==> config.mk <==
export PLATFORM = sky130hd
export DESIGN_NAME = vrtc_voltage_ref_temp_control
export DESIGN_NICKNAME = d
export VERILOG_FILES = /design/src/vrtc_pkg.sv /design/src/vrtc_voltage_ref_temp_control.sv
export VERILOG_INCLUDE_DIRS = /design/src
export SDC_FILE = /design/constraint.sdc
export NUM_CORES = 1
export LEC_CHECK = 0
export BUFFER_PORTS_ARGS = -buffer_cell sky130_fd_sc_hd__buf_2
export CORE_MARGIN = 1
export CORE_UTILIZATION = 50
export CTS_CLUSTER_DIAMETER = 60
export DETAILED_ROUTE_END_ITERATION = 8
export HOLD_SLACK_MARGIN = 0.03
export PLACE_DENSITY = 0.82
export SETUP_SLACK_MARGIN = 0.3
export SYNTH_ARGS = -nofsm -noshare
export SYNTH_HDL_FRONTEND = slang
export SYNTH_SLANG_ARGS = --single-unit
==> constraint.sdc <==
create_clock -name clk_in -period 2.1 [get_ports clk_in]
set_clock_uncertainty 0.05 [all_clocks]
set_input_delay 0.105 -clock clk_in [delete_from_list [all_inputs] [get_ports clk_in]]
set_output_delay 0.105 -clock clk_in [all_outputs]
set_load 0.005 [all_outputs]
==> src/vrtc_cfg.svh <==
`ifndef VRTC_CFG_SVH
`define VRTC_CFG_SVH
`define VRTC_CTRL_OFFSET      8'h00
`define VRTC_CTRL_RESET       8'h00
`define VRTC_BIT_REF_EN       7
`define VRTC_BIT_READY        6
`define VRTC_BIT_TS_EN        5
`define VRTC_BIT_TS_RANGE     4
`define VRTC_CMP_GAIN_HI      3
`define VRTC_CMP_GAIN_LO      2
`define VRTC_ADC_GAIN_HI      1
`define VRTC_ADC_GAIN_LO      0
`define VRTC_SETTLE_NS        1000
`define VRTC_CLK_PERIOD_NS    8
`define VRTC_TEMP_WAIT_US     200
`endif

==> src/vrtc_pkg.sv <==
package vrtc_pkg;
    typedef logic [7:0] vrtc_data_t;
    typedef logic [7:0] vrtc_addr_t;
    typedef logic [1:0] vrtc_gain_t;
    typedef enum logic [1:0] {
        VRTC_GAIN_OFF,
        VRTC_GAIN_X1,
        VRTC_GAIN_X2,
        VRTC_GAIN_X4
    } vrtc_gain_e;
    typedef enum {
        VRTC_REF_OFF,
        VRTC_REF_SETTLING,
        VRTC_REF_READY
    } vrtc_ref_state_e;
endpackage

==> src/vrtc_voltage_ref_temp_control.sv <==
// Functional notes
// - reference is on exactly while the reference enable bit is one.
// - ready flag stays low after enable until settling time elapses, then sets.
// - on the standard-voltage variant the ready flag always reads one.
// - converter buffer gain field bits 1-0: 11 4x, 10 2x, 01 1x.
// - comparator buffer gain field bits 3-2: same encoding as converter.
// - a cleared gain field switches its buffer off.
// - temperature indicator powered only while sensor enable bit 5 is set.
// - range bit 4 set selects high range, clear selects low range.
// - temperature indicator output routed to a dedicated converter channel.
//
// The address-and-strobe port and the register addresses were decided locally.
`include "vrtc_cfg.svh"
`timescale 1ns/1ps
`default_nettype none
module vrtc_voltage_ref_temp_control #(
    parameter int  SETTLE_CYCLES  = (`VRTC_SETTLE_NS + `VRTC_CLK_PERIOD_NS - 1) / `VRTC_CLK_PERIOD_NS,
    parameter bit  STANDARD_PART  = 1'b0
) (
    input  wire logic                 clk_in,
    input  wire logic                 reset_in,
    input  wire vrtc_pkg::vrtc_addr_t addr_in,
    input  wire vrtc_pkg::vrtc_data_t wdata_in,
    input  wire logic                 write_in,
    input  wire logic                 read_in,
    output var  vrtc_pkg::vrtc_data_t rdata_out,
    output var  logic                 ref_on_out,
    output var  logic                 ref_ready_out,
    output var  vrtc_pkg::vrtc_gain_t adc_gain_out,
    output var  logic                 adc_buf_on_out,
    output var  vrtc_pkg::vrtc_gain_t cmp_gain_out,
    output var  logic                 cmp_buf_on_out,
    output var  logic                 temp_power_out,
    output var  logic                 temp_high_range_out,
    output var  logic                 temp_to_adc_out
);
    import vrtc_pkg::*;

    localparam int CW = $clog2(SETTLE_CYCLES + 1);
    localparam logic [CW-1:0] SETTLE_LAST = CW'(SETTLE_CYCLES - 1);
    // two extra cycles: one to leave the off state, one for the output flop
    localparam logic [CW:0]   AGE_LIMIT   = (CW+1)'(SETTLE_CYCLES + 2);

    logic            ref_enable_reg;
    logic            temp_sensor_enable_reg;
    logic            temp_sensor_range_reg;
    vrtc_gain_t      comparator_buffer_gain_reg;
    vrtc_gain_t      converter_buffer_gain_reg;
    vrtc_ref_state_e ref_state_reg;
    logic [CW-1:0]   settle_count_reg;
    logic            ready_flag;
    logic            ctrl_hit;
    logic [CW:0]     enabled_age_reg;

    function automatic logic gain_active(input vrtc_gain_t g);
        gain_active = (g != vrtc_gain_t'(VRTC_GAIN_OFF));
    endfunction

    // read word built field by field so the layout follows the bit positions
    function automatic vrtc_data_t ctrl_word(input logic rdy);
        ctrl_word                                        = 8'h00;
        ctrl_word[`VRTC_BIT_REF_EN]                      = ref_enable_reg;
        ctrl_word[`VRTC_BIT_READY]                       = rdy;
        ctrl_word[`VRTC_BIT_TS_EN]                       = temp_sensor_enable_reg;
        ctrl_word[`VRTC_BIT_TS_RANGE]                    = temp_sensor_range_reg;
        ctrl_word[`VRTC_CMP_GAIN_HI:`VRTC_CMP_GAIN_LO]   = comparator_buffer_gain_reg;
        ctrl_word[`VRTC_ADC_GAIN_HI:`VRTC_ADC_GAIN_LO]   = converter_buffer_gain_reg;
    endfunction

    assign ctrl_hit = (addr_in == `VRTC_CTRL_OFFSET);

    // ==========================================================
    // control register writes
    always_ff @(posedge clk_in or posedge reset_in) begin
        if (reset_in) begin
            ref_enable_reg             <= 1'b0;
            temp_sensor_enable_reg     <= 1'b0;
            temp_sensor_range_reg      <= 1'b0;
            comparator_buffer_gain_reg <= 2'h0;
            converter_buffer_gain_reg  <= 2'h0;
        end else if (write_in && ctrl_hit) begin
            // ready bit of the write data is dropped
            ref_enable_reg             <= wdata_in[`VRTC_BIT_REF_EN];
            temp_sensor_enable_reg     <= wdata_in[`VRTC_BIT_TS_EN];
            temp_sensor_range_reg      <= wdata_in[`VRTC_BIT_TS_RANGE];
            comparator_buffer_gain_reg <= wdata_in[`VRTC_CMP_GAIN_HI:`VRTC_CMP_GAIN_LO];
            converter_buffer_gain_reg  <= wdata_in[`VRTC_ADC_GAIN_HI:`VRTC_ADC_GAIN_LO];
        end
    end

    // ==========================================================
    // settling sequencer
    // restart on every disable, so a quick off/on never reports a stale ready
    always_ff @(posedge clk_in or posedge reset_in) begin
        if (reset_in) begin
            ref_state_reg    <= VRTC_REF_OFF;
            settle_count_reg <= '0;
        end else begin
            case (ref_state_reg)
                VRTC_REF_OFF: begin
                    settle_count_reg <= '0;
                    if (ref_enable_reg) begin
                        ref_state_reg <= VRTC_REF_SETTLING;
                    end
                end
                VRTC_REF_SETTLING: begin
                    if (!ref_enable_reg) begin
                        ref_state_reg <= VRTC_REF_OFF;
                    end else if (settle_count_reg == SETTLE_LAST) begin
                        ref_state_reg <= VRTC_REF_READY;
                    end else begin
                        settle_count_reg <= settle_count_reg + CW'(1);
                    end
                end
                default: begin
                    if (!ref_enable_reg) begin
                        ref_state_reg <= VRTC_REF_OFF;
                    end
                end
            endcase
        end
    end

    assign ready_flag = STANDARD_PART ? 1'b1 : (ref_state_reg == VRTC_REF_READY);

    // ==========================================================
    // assertion helper: cycles since enable, saturating so it never wraps to a false young age
    always_ff @(posedge clk_in or posedge reset_in) begin
        if (reset_in) begin
            enabled_age_reg <= '0;
        end else if (!ref_enable_reg) begin
            enabled_age_reg <= '0;
        end else if (enabled_age_reg != '1) begin
            enabled_age_reg <= enabled_age_reg + (CW+1)'(1);
        end
    end

    // ==========================================================
    // analog control outputs
    always_ff @(posedge clk_in or posedge reset_in) begin
        if (reset_in) begin
            ref_on_out          <= 1'b0;
            ref_ready_out       <= 1'b0;
            adc_gain_out        <= 2'h0;
            adc_buf_on_out      <= 1'b0;
            cmp_gain_out        <= 2'h0;
            cmp_buf_on_out      <= 1'b0;
            temp_power_out      <= 1'b0;
            temp_high_range_out <= 1'b0;
            temp_to_adc_out     <= 1'b0;
        end else begin
            ref_on_out          <= ref_enable_reg;
            ref_ready_out       <= ready_flag;
            adc_gain_out        <= converter_buffer_gain_reg;
            adc_buf_on_out      <= gain_active(converter_buffer_gain_reg);
            cmp_gain_out        <= comparator_buffer_gain_reg;
            cmp_buf_on_out      <= gain_active(comparator_buffer_gain_reg);
            temp_power_out      <= temp_sensor_enable_reg;
            temp_high_range_out <= temp_sensor_range_reg;
            // indicator channel only carries a signal while the sensor is powered
            temp_to_adc_out     <= temp_sensor_enable_reg;
        end
    end

    // ==========================================================
    // register read port
    always_ff @(posedge clk_in or posedge reset_in) begin
        if (reset_in) begin
            rdata_out <= `VRTC_CTRL_RESET;
        end else if (read_in && ctrl_hit) begin
            rdata_out <= ctrl_word(ready_flag);
        end else begin
            rdata_out <= 8'h00;
        end
    end

    // ==========================================================
    // checks
    ref_follows_a: assert property (@(posedge clk_in) disable iff (reset_in)
        $rose(ref_enable_reg) |=> ref_on_out)
        else $error("reference output did not follow enable");

    ref_level_a: assert property (@(posedge clk_in) disable iff (reset_in)
        ref_on_out == $past(ref_enable_reg))
        else $error("reference output differs from enable");

    ref_off_a: assert property (@(posedge clk_in) disable iff (reset_in)
        $fell(ref_enable_reg) |=> !ref_on_out)
        else $error("reference output stayed on after disable");

    ready_wait_a: assert property (@(posedge clk_in) disable iff (reset_in)
        (!STANDARD_PART && $rose(ref_enable_reg)) |=> !ref_ready_out [*2])
        else $error("ready rose too early");

    ready_off_a: assert property (@(posedge clk_in) disable iff (reset_in)
        (!STANDARD_PART && !ref_enable_reg) |-> ##2 !ref_ready_out)
        else $error("ready held while reference off");

    ready_count_a: assert property (@(posedge clk_in) disable iff (reset_in)
        (ref_state_reg == VRTC_REF_SETTLING) |-> (settle_count_reg <= SETTLE_LAST))
        else $error("settling counter ran past its end");

    ready_late_a: assert property (@(posedge clk_in) disable iff (reset_in)
        (!STANDARD_PART && ref_enable_reg && enabled_age_reg == AGE_LIMIT) |-> ref_ready_out)
        else $error("ready not set after settling time");

    ready_read_a: assert property (@(posedge clk_in) disable iff (reset_in)
        (read_in && ctrl_hit) |=> (rdata_out[`VRTC_BIT_READY] == $past(ready_flag)))
        else $error("read word carries wrong ready flag");

    ready_std_a: assert property (@(posedge clk_in) disable iff (reset_in)
        STANDARD_PART |=> ref_ready_out)
        else $error("ready not forced on standard part");

    adc_gain_a: assert property (@(posedge clk_in) disable iff (reset_in)
        (write_in && ctrl_hit) |-> ##2 (adc_gain_out == $past(wdata_in[1:0], 2)))
        else $error("converter gain not applied");

    cmp_gain_a: assert property (@(posedge clk_in) disable iff (reset_in)
        (write_in && ctrl_hit) |-> ##2 (cmp_gain_out == $past(wdata_in[3:2], 2)))
        else $error("comparator gain not applied");

    buf_off_a: assert property (@(posedge clk_in) disable iff (reset_in)
        (adc_buf_on_out == (adc_gain_out != 2'h0)) && (cmp_buf_on_out == (cmp_gain_out != 2'h0)))
        else $error("buffer power disagrees with gain");

    temp_power_a: assert property (@(posedge clk_in) disable iff (reset_in)
        (write_in && ctrl_hit) |-> ##2 (temp_power_out == $past(wdata_in[5], 2)))
        else $error("sensor power not applied");

    temp_range_a: assert property (@(posedge clk_in) disable iff (reset_in)
        (write_in && ctrl_hit) |-> ##2 (temp_high_range_out == $past(wdata_in[4], 2)))
        else $error("sensor range not applied");

    temp_route_a: assert property (@(posedge clk_in) disable iff (reset_in)
        temp_to_adc_out == temp_power_out)
        else $error("indicator channel differs from sensor power");

    ready_ro_a: assert property (@(posedge clk_in) disable iff (reset_in)
        (write_in && ctrl_hit && !ref_enable_reg && !STANDARD_PART) |=> (ref_state_reg == VRTC_REF_OFF))
        else $error("write disturbed ready flag");
endmodule
`default_nettype wire

==> run metrics, run 1 <==
outcome=completed; clock tree root buffer cell=sky130_fd_sc_hd__clkbuf_4; total inserted antenna cells=0; maximum vdd drop=701 uV; share of the yosys chip area belonging to registers=62.8%; DRC violations left=0; final core utilization=71.2%; endpoint kind of the worst setup timing path=flop; data required time of the critical path=2.28 ns; via count of the first global-routing pass=930; worst hold slack across all endpoints=0.145 ns; Iter 0 DRT Violations=16; Distinct cells, synth=35; area occupied by registers=851 um^2; PwrDens=759 nW/um^2; Vias=998; most numerous cell types in the synthesized netlist=34 x sky130_fd_sc_hd__dfrtp_1, 8 x sky130_fd_sc_hd__and3_1, 7 x sky130_fd_sc_hd__mux2_4; nets=179; adder-cell share of the synthesized area=1.85%; summed instance area of the synthesized netlist=1360 um^2; wire length of the first global-routing pass=4210 um; clock tree sinks=34; Final period util=83.5%; die span in y=54.1 um; Port Buffer Count=37; total nets after synthesis=124; Synth Flop Type=sky130_fd_sc_hd__dfrtp_1; synthesis-to-finish area growth=32.6%; relative slew slack=71.8%; clock-pin slew on the worst setup and hold paths=0.11 ns; Peak Freq=0.570 GHz; yosys synthesis warning count=0; largest cells by area after synthesis=sky130_fd_sc_hd__dfrtp_1 63%, sky130_fd_sc_hd__mux2_4 7.8%, sky130_fd_sc_hd__and3_1 3.7%; maximum fanout encountered on the critical timing path=6; actual transition at the worst max-transition pin=0.420 ns; xor/xnor share of the synthesized area=0%; time the final worst path needs with I/O delays and setup=1.75 ns; delay contributed by the slowest stage of the critical path=0.41 ns; cell count after synthesis=102; Final ANT Viol Nets=0; min-delay worst type=in2reg; cell accounting for the most synthesized area=sky130_fd_sc_hd__dfrtp_1; fillers=178; count of final max-slew check failures=0; Max Cap Viol=0; list of cells traversed by the critical path=inv_1 -> ha_1 -> nand2_1 -> o21ai_1 -> o311a_1 -> a211o_1; number of flip-flops under the largest register name=8; total I/O pin count=39; compound-gate portion of the synthesized area=6.56%; setup repair after global routing missed its margin=false; worst-path cell with the longest stage delay=sky130_fd_sc_hd__dfrtp_1; starting density of the core=53.7%; final routed wire length divided by cell count=13.8 um; Final Instance Area=1800 um^2; post-synthesis simple-gate area fraction=18.3%; Largest delay share family, worst path=compound AO/OA/AOI/OAI gates; share of the synthesized area in the top cell type=62.8%; number of setup violations in the final report=0; async set or reset register ratio after synthesis=100%; CP bufs+invs=1; most frequent cell after synthesis=sky130_fd_sc_hd__dfrtp_1; x dimension of the die=54.1 um; die area=2920 um^2; htree depth=2; largest family of logic cells by synthesized area=simple AND/OR/NAND/NOR gates; final hold violations=0; signal arrival time at the worst endpoint=1.93 ns; number of rows created at floorplan=18; mean number of vias per cell=5.31; Post-DP HPWL=1630 um; accumulated negative setup slack=0 ns; gpl congestion=0.768; DP Area=1570 um^2; global routing usage summed across all routing layers=21.8%; WL final=2600 um; Leakage Power=1.03 nW; average cell area after synthesis=13.3 um^2; area of combinational cells with multiple inputs=478 um^2; count of flip-flops with a built-in enable after synthesis=0; first-pass detailed-route iteration total=4; Setup Crit Path Kind=reg2reg; initial antenna violation count=0; total congestion overflow=0; share of final-layout standard cells stronger than drive strength 1=40.5%; pin count of the biggest net entering global routing=35; number of buffers between clock root and the deepest sink=2; CTS Buf Count=5; CTS tree=built; share of cell area taken by muxes after synthesis=8.59%; register bit total from synthesis=34; clock latency on the worst-skew pair=0.34 ns; total core area=2520 um^2; kind of start point of the critical path=flop
==> cells in the final DEF, fill, tap and decap left out, drive strengths merged, types with 2 or more instances in the layout <==
cell         count
mux2             8
or2              2
nor3             4
nor2             6
clkbuf           5
or4              3
o21ai            3
dlygate4sd3      9
dfrtp           34
and3             8
nand2            7
buf             42
bufinv           2
inv              3
ha               2
a21oi            3
==> worst register-to-register path, stage by stage (launching register included) <==
cell and delay (ns):
sky130_fd_sc_hd__dfrtp_1 0.41, sky130_fd_sc_hd__inv_1 0.06, sky130_fd_sc_hd__ha_1 0.20, sky130_fd_sc_hd__nand2_1 0.11
sky130_fd_sc_hd__o21ai_1 0.16, sky130_fd_sc_hd__o311a_1 0.39, sky130_fd_sc_hd__a211o_1 0.26
==> cell type report <==
type,count,area share [%]
Sequential cell,34,47.4
Multi-Input combinational cell,62,26.6
Timing Repair Buffer,51,17.4
Clock inverter,3,3.83
Clock buffer,5,2.09
Tap cell,30,2.09
Inverter,3,0.627
==> cell families (layout without fill, tap and decap cells) <==
logic type,count (synthesis),in the layout
AOI/OAI and AO/OA,13,13
buffers and inverters,6,62
muxes,8,8
DFF,34,34
adders and majority gates,2,2
and+or+nand+nor,39,39
==> timing repair <==
item	CTS	global route
setup endpoints to repair	0	1
buffers inserted	0	4
hold buffers	9	0
gates resized for setup	0	0
endpoints found under the hold margin	45	0
==> through the flow <==
step | worst slack [ns] | total power [W] | std cells
2_1_floorplan | 0.502 | 0.000726 | 102
3_3_place_gp | 0.449 | 0.000758 | 167
5_1_grt | 0.278 | 0.00142 | 188
4_1_cts | 0.373 | 0.00137 | 184
6_report | 0.347 | 0.00136 | 188
3_5_place_dp | 0.383 | 0.000762 | 167
==> layer usage <==
layer | track usage [%] | up-vias | share of wire, %
met3 | 8.76 | 9 | 4.4
met2 | 35.4 | 25 | 51
li1 | - | 473 | -
met5 | 0 | - | 0
met4 | 13.2 | 0 | 3.4
met1 | 23.7 | 491 | 41
==> where the power goes <==
part           leakage [nW]  internal [W]  switching (W)
clock network        0.0554      0.000372       0.000229
logic                 0.501     0.0000455      0.0000337
registers             0.472      0.000671      0.0000112
==> path summary, 6_finish.rpt <==
kind | slack [ns] | depth (start not counted) | from | endpoint
setup / recovery | 0.35 | 6 | settle_count_reg[0]$_DFFE_PP0P_ | settle_count_reg[5]$_DFFE_PP0P_
hold / removal | 0.15 | 3 | write_in | temp_sensor_range_reg$_DFFE_PP0P_
setup reg to reg | 0.35 | 6 | settle_count_reg[0]$_DFFE_PP0P_ | settle_count_reg[5]$_DFFE_PP0P_
hold reg to reg | 0.35 | 0 | temp_sensor_enable_reg$_DFFE_PP0P_ | temp_to_adc_out$_DFF_PP0_
max in group asynchronous | 1.35 | 4 | reset_in | ref_ready_out$_DFF_PP0_
min in group asynchronous | 0.35 | 4 | reset_in | rdata_out[4]$_DFF_PP0_
Note: power is estimated with default switching activity, not from simulation.
==> inputs of run 2 (changes only) <==
==> constraint.sdc (replaced) <==
create_clock -name clk_in -period 1.8 [get_ports clk_in]
set_clock_uncertainty 0.05 [all_clocks]
set_input_delay 0.09 -clock clk_in [delete_from_list [all_inputs] [get_ports clk_in]]
set_output_delay 0.09 -clock clk_in [all_outputs]
set_load 0.005 [all_outputs]
==> run 2 against run 1 <==
Against the previous run: total power increased by 6.3%; non-clock buffer count grew 5; maximum frequency rose by 16%; clock-buffer cell count up 1; first-iteration DRC count down 25%; register-to-register slack got worse by 0.05 ns; critical endpoint is now settle_count_reg[6]$_DFFE_PP0P_; clock power is 7.5% lower; global-route usage is 0.070 points lower; combinational power rose by 22%; utilization is 1.7 points higher; cell area rose by 2.4%; worst setup slack got worse by 0.055 ns.
==> run metrics, run 2 (synthesis gave the netlist of run 1 again) <==
initial antenna violation count=0 (unchanged); delay contributed by the slowest stage of the critical path=0.53 ns (+0.12 ns); die area=2920 um^2 (unchanged); commonest non-fill, non-tap cell in the layout=sky130_fd_sc_hd__buf_2; Final period util=83.8% (+0.30 points); Final ANT Viol Nets=0 (unchanged); final core utilization=72.9% (+1.7 points); signal arrival time at the worst endpoint=1.68 ns (-0.25 ns); worst-path cell with the longest stage delay=sky130_fd_sc_hd__or4b_1; clock tree root buffer cell=sky130_fd_sc_hd__clkbuf_4; synthesis-to-finish area growth=35.7%; htree depth=2 (unchanged); Post-DP HPWL=1830 um (+12%); Port Buffer Count=37 (unchanged); min-delay worst type=in2reg; nets=184 (+2.8%); Vias=999 (+0.10%); clock tree sinks=34 (unchanged); CP bufs+invs=1 (unchanged); starting density of the core=53.7% (unchanged); time the final worst path needs with I/O delays and setup=1.51 ns (-0.245 ns); actual transition at the worst max-transition pin=0.407 ns (-0.0125 ns); via count of the first global-routing pass=958 (+3.0%); Peak Freq=0.663 GHz (+16%); wire length of the first global-routing pass=4300 um (+2.1%); Leakage Power=1.03 nW (+0.62%); outcome=completed; number of flip-flops under the largest register name=8 (unchanged); Setup Crit Path Kind=reg2reg; number of setup violations in the final report=0 (unchanged); number of rows created at floorplan=18 (unchanged); CTS tree=built; most frequent cells in the layout=37 x sky130_fd_sc_hd__buf_2, 31 x sky130_fd_sc_hd__dfrtp_1, 10 x sky130_fd_sc_hd__buf_4; PwrDens=788 nW/um^2 (+3.9%); total inserted antenna cells=0 (unchanged); accumulated negative setup slack=0 ns (unchanged); maximum vdd drop=734 uV (+4.8%); die span in y=54.1 um (unchanged); total I/O pin count=39 (unchanged); global routing usage summed across all routing layers=21.7% (-0.070 points); Largest delay share family, worst path=simple AND/OR/NAND/NOR gates; share of final-layout standard cells stronger than drive strength 1=48.1% (+7.6 points); CTS Buf Count=5 (unchanged); list of cells traversed by the critical path=inv_1 -> ha_2 -> or4b_1 -> a21oi_1 -> nor2_1; clock-pin slew on the worst setup and hold paths=0.10 ns (about the same); DRC violations left=0 (unchanged); number of buffers between clock root and the deepest sink=2 (unchanged); worst hold slack across all endpoints=0.167 ns (+0.0214 ns); final hold violations=0 (unchanged); gpl congestion=0.823 (+7.2%); maximum fanout encountered on the critical timing path=3 (-3); WL final=2640 um (+1.7%); mean number of vias per cell=5.20 (-2.0%); pin count of the biggest net entering global routing=35 (unchanged); setup repair after global routing missed its margin=true; kind of start point of the critical path=flop; relative slew slack=72.9% (+1.0 points); final routed wire length divided by cell count=13.8 um (-0.46%); x dimension of the die=54.1 um (unchanged); clock latency on the worst-skew pair=0.32 ns (-0.02 ns); fillers=183 (+2.8%); Iter 0 DRT Violations=12 (-4); Max Cap Viol=0 (unchanged); data required time of the critical path=1.97 ns (-0.31 ns); count of final max-slew check failures=0 (unchanged); total core area=2520 um^2 (unchanged); total congestion overflow=0 (unchanged); first-pass detailed-route iteration total=4 (unchanged); endpoint kind of the worst setup timing path=flop
-- run 2: changes by cell type in the layout (fill, tap and decap cells not counted), sizes merged --
cell    before  now
buf         42   47
bufinv       2    1
clkbuf       5    6
clkinv       1    0
-- run 2: report_power, final --
| group | internal, W | switching, W | total, W | leakage (nW) |
|---|---|---|---|---|
| clock network | 0.000323 | 0.000233 | 0.000556 | 0.0443 |
| registers | 0.000783 | 0.0000129 | 0.000796 | 0.467 |
| logic | 0.0000552 | 0.0000418 | 0.0000970 | 0.524 |
-- run 2: area by class of cell --
type                            instances  area [um^2]  share of cell area (%)
Timing Repair Buffer                   56          350                    19.0
Sequential cell                        34          855                    46.5
Inverter                                3         11.3                   0.612
Multi-Input combinational cell         62          504                    27.4
Clock buffer                            6         51.3                    2.79
Tap cell                               30         37.5                    2.04
Clock inverter                          1         30.0                    1.63
-- run 2: tightest hold or removal path, stage by stage --
cell,delay (ns)
sky130_fd_sc_hd__buf_2,0.10
sky130_fd_sc_hd__nand2_4,0.11
sky130_fd_sc_hd__mux2_4,0.21
-- run 2: stage by stage --
| stage | instance area (um^2) | total power, W | setup slack (ns) | std cells |
|---|---|---|---|---|
| floorplan | 1370 | 0.000848 | 0.295 | 102 |
| global placement | 1610 | 0.000889 | 0.262 | 170 |
| detailed placement | 1610 | 0.000894 | 0.230 | 170 |
| CTS | 1810 | 0.00146 | 0.312 | 190 |
| global route | 1840 | 0.00151 | 0.244 | 192 |
| finish | 1840 | 0.00145 | 0.292 | 192 |
-- run 2: worst paths after layout --
path / start / endpoint / slack [ns] / depth (start not counted)
setup reg to reg: settle_count_reg[0]$_DFFE_PP0P_ / settle_count_reg[6]$_DFFE_PP0P_ / 0.29 / 5
max in group asynchronous: reset_in / settle_count_reg[4]$_DFFE_PP0P_ / 1.04 / 4
hold reg to reg: temp_sensor_range_reg$_DFFE_PP0P_ / temp_high_range_out$_DFF_PP0_ / 0.37 / 0
hold / removal: write_in / temp_sensor_enable_reg$_DFFE_PP0P_ / 0.17 / 3
min in group asynchronous: reset_in / rdata_out[4]$_DFF_PP0_ / 0.33 / 4
setup / recovery: settle_count_reg[0]$_DFFE_PP0P_ / settle_count_reg[6]$_DFFE_PP0P_ / 0.29 / 5
-- run 2: per-layer routing --
layer  up-vias  track usage, %  wire (um)
met5         -               0          0
met1       490            24.2       1100
met3         4            5.93        105
li1        479               -          -
met4         0            10.3         26
met2        26            38.1       1410
-- run 2: what timing repair did --
action | 4_1_cts | 5_1_grt
hold buffers | 9 | 0
endpoints found under the setup margin | 5 | 7
setup buffers | 4 | 2
gates resized for setup | 3 | 6
hold endpoints to repair | 44 | 0
pin swaps | 3 | 3
